<file path="src/tap_port_regs.svh">
// constants for the test access port pin block
// assumes a single core clock domain sampling the test clock pin
// Behaviour
// - controller supplies a gated test clock; it clocks test logic and shifting
// - test clock input held low by an internal pull-down
// - mode select sampled on each rising test clock edge to step controller
// - serial input bit sampled on each rising test clock edge
// - serial output driven only in shift-IR or shift-DR, else high impedance
// - serial output updates on the falling test clock edge
// - serial output disabled while chip reset is held
// - active-low test reset puts the controller into test-logic-reset
// - pull-ups on mode, input and reset pins; one disable bit drops all three
`ifndef TAP_PORT_REGS_SVH
`define TAP_PORT_REGS_SVH
`define TAP_IR_WIDTH 4
`define TAP_IR_RESET 4'h1
`define TAP_IR_CAPTURE 4'h1
`define TAP_IR_BYPASS 4'hf
`define TAP_DR_WIDTH 32
`endif

</file>
<file path="src/tap_port_pkg.sv">
// types for the test access port pin block
// assumes nothing beyond the constants header
package tap_port_pkg;
    typedef enum logic [3:0] {
        TLR = 4'h0, RTI = 4'h1, SELDR = 4'h2, CAPDR = 4'h3,
        SHDR = 4'h4, EX1DR = 4'h5, PADR = 4'h6, EX2DR = 4'h7,
        UPDR = 4'h8, SELIR = 4'h9, CAPIR = 4'ha, SHIR = 4'hb,
        EX1IR = 4'hc, PAIR = 4'hd, EX2IR = 4'he, UPIR = 4'hf
    } tap_state_t;
    typedef struct packed {
        logic tdo;
        logic tdoOen;
    } serial_out_t;
    typedef struct packed {
        logic tmsPull;
        logic tdiPull;
        logic trstPull;
        logic tckPullDown;
    } pull_ctl_t;
endpackage

</file>
<file path="src/tap_port.sv">
// test access port controller behind the test pins
// assumes pins arrive unsynchronised; testbench resolves pads from enables
`timescale 1ns/100ps
`include "tap_port_regs.svh"
module tap_port #(
    parameter int DR_WIDTH = `TAP_DR_WIDTH
) (
    input wire logic core_clk,
    input wire logic rst,
    input wire logic testClk,
    input wire logic modeSel,
    input wire logic serialIn,
    input wire logic testRst_n,
    input wire logic pullDisable,
    output tap_port_pkg::serial_out_t serialOut,
    output tap_port_pkg::pull_ctl_t pullCtl,
    output tap_port_pkg::tap_state_t tapState,
    output logic [`TAP_IR_WIDTH-1:0] instr,
    output logic [DR_WIDTH-1:0] dataReg
);
    // ****************
    // pin synchronisers
    // ****************
    // two flops per pin; only the second flop feeds logic
    logic [1:0] tckSync_q;
    logic [1:0] tmsSync_q;
    logic [1:0] tdiSync_q;
    logic [1:0] trstSync_q;
    logic tckLast_q;
    always_ff @(posedge core_clk) begin
        tckSync_q <= {tckSync_q[0], testClk};
        tmsSync_q <= {tmsSync_q[0], modeSel};
        tdiSync_q <= {tdiSync_q[0], serialIn};
        trstSync_q <= {trstSync_q[0], testRst_n};
        tckLast_q <= rst ? 1'b0 : tckSync_q[1];
    end
    wire tckRise = tckSync_q[1] & ~tckLast_q;
    wire tckFall = ~tckSync_q[1] & tckLast_q;
    wire tms = tmsSync_q[1];
    wire tdi = tdiSync_q[1];
    wire trstActive = ~trstSync_q[1];
    // ****************
    // pull control
    // ****************
    assign pullCtl.tmsPull = ~pullDisable;
    assign pullCtl.tdiPull = ~pullDisable;
    assign pullCtl.trstPull = ~pullDisable;
    assign pullCtl.tckPullDown = 1'b1;
    // ****************
    // controller
    // ****************
    tap_port_pkg::tap_state_t state_q, state_d;
    always_comb begin
        case (state_q)
            tap_port_pkg::TLR: state_d = tms ? tap_port_pkg::TLR : tap_port_pkg::RTI;
            tap_port_pkg::RTI: state_d = tms ? tap_port_pkg::SELDR : tap_port_pkg::RTI;
            tap_port_pkg::SELDR: state_d = tms ? tap_port_pkg::SELIR : tap_port_pkg::CAPDR;
            tap_port_pkg::CAPDR: state_d = tms ? tap_port_pkg::EX1DR : tap_port_pkg::SHDR;
            tap_port_pkg::SHDR: state_d = tms ? tap_port_pkg::EX1DR : tap_port_pkg::SHDR;
            tap_port_pkg::EX1DR: state_d = tms ? tap_port_pkg::UPDR : tap_port_pkg::PADR;
            tap_port_pkg::PADR: state_d = tms ? tap_port_pkg::EX2DR : tap_port_pkg::PADR;
            tap_port_pkg::EX2DR: state_d = tms ? tap_port_pkg::UPDR : tap_port_pkg::SHDR;
            tap_port_pkg::UPDR: state_d = tms ? tap_port_pkg::SELDR : tap_port_pkg::RTI;
            tap_port_pkg::SELIR: state_d = tms ? tap_port_pkg::TLR : tap_port_pkg::CAPIR;
            tap_port_pkg::CAPIR: state_d = tms ? tap_port_pkg::EX1IR : tap_port_pkg::SHIR;
            tap_port_pkg::SHIR: state_d = tms ? tap_port_pkg::EX1IR : tap_port_pkg::SHIR;
            tap_port_pkg::EX1IR: state_d = tms ? tap_port_pkg::UPIR : tap_port_pkg::PAIR;
            tap_port_pkg::PAIR: state_d = tms ? tap_port_pkg::EX2IR : tap_port_pkg::PAIR;
            tap_port_pkg::EX2IR: state_d = tms ? tap_port_pkg::UPIR : tap_port_pkg::SHIR;
            tap_port_pkg::UPIR: state_d = tms ? tap_port_pkg::SELDR : tap_port_pkg::RTI;
            default: state_d = tap_port_pkg::TLR;
        endcase
    end
    // ****************
    // shift registers
    // ****************
    logic [`TAP_IR_WIDTH-1:0] irShift_q;
    logic [DR_WIDTH-1:0] drShift_q;
    wire inShiftIr = state_q == tap_port_pkg::SHIR;
    wire inShiftDr = state_q == tap_port_pkg::SHDR;
    wire bypassSel = instr == `TAP_IR_BYPASS;
    wire drOutBit = bypassSel ? drShift_q[DR_WIDTH-1] : drShift_q[0];
    // per-edge strobes, each one core cycle wide
    wire irCapture = tckRise && state_q == tap_port_pkg::CAPIR;
    wire irShiftEn = tckRise && inShiftIr;
    wire irUpdate = tckRise && state_q == tap_port_pkg::UPIR;
    wire drCapture = tckRise && state_q == tap_port_pkg::CAPDR;
    wire drShiftEn = tckRise && inShiftDr;
    wire drUpdate = tckRise && state_q == tap_port_pkg::UPDR && !bypassSel;
    // bypass runs lsb-in and msb-out, so its delay spans the whole register
    wire [DR_WIDTH-1:0] drShiftLeft = {drShift_q[DR_WIDTH-2:0], tdi};
    wire [DR_WIDTH-1:0] drShiftRight = {tdi, drShift_q[DR_WIDTH-1:1]};
    wire [DR_WIDTH-1:0] drShiftNext = bypassSel ? drShiftLeft : drShiftRight;
    wire [`TAP_IR_WIDTH-1:0] irShiftNext = {tdi, irShift_q[`TAP_IR_WIDTH-1:1]};
    // ****************
    // controller state
    // ****************
    always_ff @(posedge core_clk) begin
        if (trstActive) begin
            state_q <= tap_port_pkg::TLR;
        end else if (tckRise) begin
            state_q <= state_d;
        end
    end
    assign tapState = state_q;
    // ****************
    // instruction path
    // ****************
    always_ff @(posedge core_clk) begin
        if (trstActive) begin
            irShift_q <= '0;
        end else if (irCapture) begin
            irShift_q <= `TAP_IR_CAPTURE;
        end else if (irShiftEn) begin
            irShift_q <= irShiftNext;
        end
    end
    always_ff @(posedge core_clk) begin
        if (trstActive) begin
            instr <= `TAP_IR_RESET;
        end else if (irUpdate) begin
            instr <= irShift_q;
        end
    end
    // ****************
    // data path
    // ****************
    always_ff @(posedge core_clk) begin
        if (trstActive) begin
            drShift_q <= '0;
        end else if (drCapture) begin
            drShift_q <= dataReg;
        end else if (drShiftEn) begin
            drShift_q <= drShiftNext;
        end
    end
    always_ff @(posedge core_clk) begin
        if (trstActive) begin
            dataReg <= '0;
        end else if (drUpdate) begin
            dataReg <= drShift_q;
        end
    end
    // ****************
    // serial output
    // ****************
    // besides chip reset clearing the data and either reset forcing the enable off, enable and data move only on a falling edge, so both stand at the rise
    always_ff @(posedge core_clk) begin
        if (rst) begin
            serialOut.tdo <= 1'b0;
            serialOut.tdoOen <= 1'b1;
        end else if (trstActive) begin
            serialOut.tdoOen <= 1'b1;
        end else if (tckFall) begin
            serialOut.tdoOen <= ~(inShiftIr | inShiftDr);
            serialOut.tdo <= inShiftIr ? irShift_q[0] : drOutBit;
        end
    end
    // ****************
    // checks
    // ****************
    a_out_off_reset: assert property (
        @(posedge core_clk) rst |=> serialOut.tdoOen)
        else $error("serial output enabled during reset");
    a_out_off_trst: assert property (
        @(posedge core_clk) disable iff (rst) trstActive |=> serialOut.tdoOen)
        else $error("serial output enabled during test reset");
    a_out_shift_only: assert property (
        @(posedge core_clk) disable iff (rst) $fell(serialOut.tdoOen) |-> $past(inShiftIr | inShiftDr))
        else $error("serial output enabled outside shift");
    a_out_in_shift: assert property (
        @(posedge core_clk) disable iff (rst || trstActive)
        tckFall && (inShiftIr || inShiftDr) |=> !serialOut.tdoOen)
        else $error("serial output not driven in shift");
    a_out_on_fall: assert property (
        @(posedge core_clk) disable iff (rst) $changed(serialOut.tdo) |-> $past(tckFall))
        else $error("serial output changed off falling edge");
    a_out_holds: assert property (
        @(posedge core_clk) disable iff (rst || trstActive) !tckFall |=> $stable(serialOut.tdo))
        else $error("serial output moved between falling edges");
    a_out_ir_bit: assert property (
        @(posedge core_clk) disable iff (rst || trstActive)
        tckFall && inShiftIr |=> serialOut.tdo == $past(irShift_q[0]))
        else $error("wrong instruction bit on serial output");
    a_trst_resets: assert property (
        @(posedge core_clk) trstActive |=> state_q == tap_port_pkg::TLR)
        else $error("controller not reset by test reset");
    a_trst_instr: assert property (
        @(posedge core_clk) trstActive |=> instr == `TAP_IR_RESET)
        else $error("instruction not reset by test reset");
    a_state_on_rise: assert property (
        @(posedge core_clk) disable iff (rst) $changed(state_q) |-> $past(tckRise) || $past(trstActive))
        else $error("state moved without rising edge");
    a_tlr_exit: assert property (
        @(posedge core_clk) disable iff (rst || trstActive)
        state_q == tap_port_pkg::TLR && tckRise && !tms |=> state_q == tap_port_pkg::RTI)
        else $error("bad exit from test-logic-reset");
    a_tlr_hold: assert property (
        @(posedge core_clk) disable iff (trstActive)
        state_q == tap_port_pkg::TLR && tckRise && tms |=> state_q == tap_port_pkg::TLR)
        else $error("left test-logic-reset with mode select high");
    a_selir_exit: assert property (
        @(posedge core_clk) disable iff (trstActive)
        state_q == tap_port_pkg::SELIR && tckRise && tms |=> state_q == tap_port_pkg::TLR)
        else $error("bad exit from select-IR");
    a_ir_capture: assert property (
        @(posedge core_clk) disable iff (trstActive) irCapture |=> irShift_q == `TAP_IR_CAPTURE)
        else $error("instruction capture value wrong");
    a_ir_shift_in: assert property (
        @(posedge core_clk) disable iff (trstActive)
        irShiftEn |=> irShift_q[`TAP_IR_WIDTH-1] == $past(tdi))
        else $error("instruction shift took wrong input bit");
    a_dr_shift_in: assert property (
        @(posedge core_clk) disable iff (trstActive)
        drShiftEn && !bypassSel |=> drShift_q[DR_WIDTH-1] == $past(tdi))
        else $error("data shift took wrong input bit");
    a_ir_update: assert property (
        @(posedge core_clk) disable iff (trstActive) irUpdate |=> instr == $past(irShift_q))
        else $error("instruction not updated from shift register");
    a_pull_off: assert property (
        @(posedge core_clk) pullDisable |-> !(pullCtl.tmsPull | pullCtl.tdiPull | pullCtl.trstPull))
        else $error("pull-up left on");
    a_pull_on: assert property (
        @(posedge core_clk) !pullDisable |-> pullCtl.tmsPull && pullCtl.tdiPull && pullCtl.trstPull)
        else $error("pull-up off while enabled");
    a_tck_pulldown: assert property (
        @(posedge core_clk) pullCtl.tckPullDown)
        else $error("clock pull-down off");
endmodule

</file>
<file path="config.mk">
export PLATFORM = sky130hd
export DESIGN_NAME = tap_port
export DESIGN_NICKNAME = d
export VERILOG_FILES = /design/src/tap_port_pkg.sv /design/src/tap_port.sv
export VERILOG_INCLUDE_DIRS = /design/src
export SDC_FILE = /design/constraint.sdc
export NUM_CORES = 1
export LEC_CHECK = 0
export BUFFER_PORTS_ARGS = -buffer_cell sky130_fd_sc_hd__buf_2
export CAP_MARGIN = 40
export CORE_UTILIZATION = 61
export DETAILED_ROUTE_END_ITERATION = 7
export PLACE_DENSITY_LB_ADDON = 0.12
export SLEW_MARGIN = 20
export SYNTH_ARGS = -nofsm -noshare
export SYNTH_HDL_FRONTEND = slang
export SYNTH_SLANG_ARGS = --single-unit
</file>
<file path="constraint.sdc">
create_clock -name core_clk -period 4.2 [get_ports core_clk]
set_input_delay 0.84 -clock core_clk [delete_from_list [all_inputs] [get_ports core_clk]]
set_output_delay 0.84 -clock core_clk [all_outputs]
set_load 0.02 [all_outputs]
</file>
==> impl_metrics.ini <==
[drt]
drcViolationCount = 0
firstDrtPassIters = 5
vias = 3670
vias_per_cell = 5.99
ant_nets = 0
first_iter_violations = 208
post_drt_wl_per_cell_um = 14.5
drt-total-wl_um = 8900

[yosys]
synthTopCellsByCount = nand2_1 (170), dfxtp_1 (87), a21oi_1 (45)
yosys_warnings = 0
synth_top_area_frac = 0.444
synth.top_cells.by_area = dfxtp_1 (44%), nand2_1 (16%), o211ai_1 (6.5%)
syn_area_mm2 = 0.00392
synth_flop_cell = dfxtp_1
yosysSeqAreaShare = 0.444
synth-seq-cells = 87
syn_avg_cell_area_um2 = 7.61
synth.largest_area_cell = dfxtp_1
synth-edff-count = 0
synth.distinct_cells = 38
synthesis.nets = 522
synthesis.instances = 515
synth_most_common_cell = nand2_1
ys_async_sr_fraction = 0

[cells_and_area]
design_area_mm2 = 0.00431
multi_input_area_mm2 = 0.00192
ff_latch_area_mm2 = 0.00174
fin_util = 0.711
areaGrowthSynthToFinish_pct = 9.99
n_antenna_cell = 0
drive_gt1_frac = 0.143
fillCellCount = 492
final_nets = 540

[floorplan]
floorplan.initialDensity = 0.647
dieHeight_um = 82.2
dieArea_mm2 = 0.00675
die_w_um = 82.2
row_count = 28
core_mm2 = 0.00606
ios = 53

[clock_network]
cts-htree-levels = 3
cts_resized = 0
clock_tree.root_cell = clkbuf_8
cts_setup_buffers = 0
clockBufferDepth = 2
insertion_delay_ns = 0.35
cts_made_buffers = 9
cts_tree = built
hold_buffers = 0
cts.sinks = 87
path_clk_slew_ns = 0.08

[placed_design]
gp_congestion = 0.852
postPlaceCellArea_mm2 = 0.00409
place_ws_ns = 1.71
post-dp-hpwl_um = 5290
io_buffers = 51

[power]
switchingPower_w = 0.000340
p_int_w = 0.00121
power_frac_comb = 0.038
worst_ir_drop_vdd_mv = 0.324
power_density_mw_per_mm2 = 361
switching_share = 0.219
p_leak_nw = 1.46
p_clk_frac = 0.421
p_seq_frac = 0.542

[job]
drv_cap = 0

[timing]
fin_hold_ws_ns = 0.330
slew_headroom = 0.448
period_minus_slack_ns = 2.54
tns_ns = 0
max_freq_mhz = 394
rsz0062_at_grt = no
drv_slew = 0
setup_ws_ns = 1.66
finClkSkew_ns = 0.00942
max_slew.worst_pin.slew_ns = 0.828
hold_violations = 0
period_share = 0.605
setup_violations = 0

[global_route]
grt_usage = 0.276
grt_pass1_vias = 3194
grt_pass1_wl_um = 14600
grt_max_degree = 69
antenna_found_initial = 0
grt_overflow = 0

[run_status]
status = finished clean

[critical_path]
cp.arrival_ns = 2.74
startpoint_type = register
cp_max_fo = 33
critPathKind = reg -> reg
critPathRequiredTime_ns = 4.40
endpoint_kind = register

[worst_hold_path]
min_path_type = reg -> reg
==> cell usage in the layout, fill, tap and decap left out, drive strengths merged, types with 2 or more instances in the layout <==
| master | count |
|---|---|
| nand2 | 170 |
| o22ai | 32 |
| clkbuf | 13 |
| clkinv | 2 |
| and4 | 2 |
| a21oi | 45 |
| nor2 | 4 |
| nand4 | 3 |
| nor2b | 4 |
| o31ai | 2 |
| a31oi | 2 |
| o211ai | 34 |
| nand3 | 6 |
| xnor2 | 2 |
| mux2i | 2 |
| buf | 58 |
| inv | 4 |
| and3 | 34 |
| nand2b | 5 |
| nor3 | 2 |
| bufinv | 2 |
| o21ai | 9 |
| dfxtp | 87 |
==> final cells by class <==
type / instances / share of cell area
Clock buffer: 13 / 0.0369
Inverter: 5 / 0.00435
Multi-Input combinational cell: 372 / 0.446
Clock inverter: 3 / 0.0151
Timing Repair Buffer: 58 / 0.0714
Sequential cell: 87 / 0.404
Tap cell: 75 / 0.0218
==> worst max-delay path: stages, from the launching register on <==
cell and delay, ns:
dfxtp_1 0.71, nand4bb_1 0.21, buf_4 0.37, or2_1 0.71, and3_1 0.29, o22ai_1 0.09
==> registers in the layout, summed over array words and instances, names as in the netlist <==
register    cells
trstSync_q      2
drShift_q      32
dataReg        32
tapState        4
tckLast_q       1
irShift_q       4
tdiSync_q       2
serialOut       2
tckSync_q       2
tmsSync_q       2
instr           4
==> per-stage QoR <==
step	cells	total power, W
2_1_floorplan	515	0.000907
3_3_place_gp	597	0.000918
3_5_place_dp	597	0.000920
4_1_cts	613	0.00156
5_1_grt	613	0.00160
6_report	613	0.00156
==> metal layers <==
| layer | vias up | GRT usage | wire [um] |
|---|---|---|---|
| met5 | - | 0 | 0 |
| li1 | 1812 | - | - |
| met2 | 118 | 0.448 | 4110 |
| met1 | 1725 | 0.370 | 4180 |
| met3 | 15 | 0.0352 | 450 |
| met4 | 0 | 0.116 | 160 |
==> power by group through the flow <==
stage | Clock (W) | Sequential, W | Combinational [W]
final | 0.000654 | 0.000842 | 0.0000584
after global routing | 0.000693 | 0.000844 | 0.0000640
after CTS | 0.000662 | 0.000842 | 0.0000583
after detailed placement | 0 | 0.000862 | 0.0000578
after global placement | 0 | 0.000861 | 0.0000565
after floorplan | 0 | 0.000855 | 0.0000521
==> worst paths after layout <==
check	start	to	slack, ns	cells past startpoint
worst max-delay path	tapState[3]$_SDFFE_PN0P_	drShift_q[21]$_SDFFE_PN0P_	1.66	5
worst min-delay path	trstSync_q[0]$_DFF_P_	trstSync_q[1]$_DFF_P_	0.33	0
worst min register to register	trstSync_q[0]$_DFF_P_	trstSync_q[1]$_DFF_P_	0.33	0
worst max register to register	tapState[3]$_SDFFE_PN0P_	drShift_q[21]$_SDFFE_PN0P_	1.66	5
==> logic make-up (layout without fill, tap and decap cells) <==
kind of cell | Yosys count | count (layout) | synth area share
AND/OR/NAND/NOR | 235 | 235 | 0.266
AO/OA/AOI/OAI | 131 | 131 | 0.211
flip-flops | 87 | 87 | 0.444
buffers and inverters | 56 | 79 | 0.0651
multiplexers | 3 | 3 | 0.00798
XOR/XNOR | 2 | 2 | 0.00447
other | 1 | 1 | 0.000957
Power figures use the tool's default switching activity.
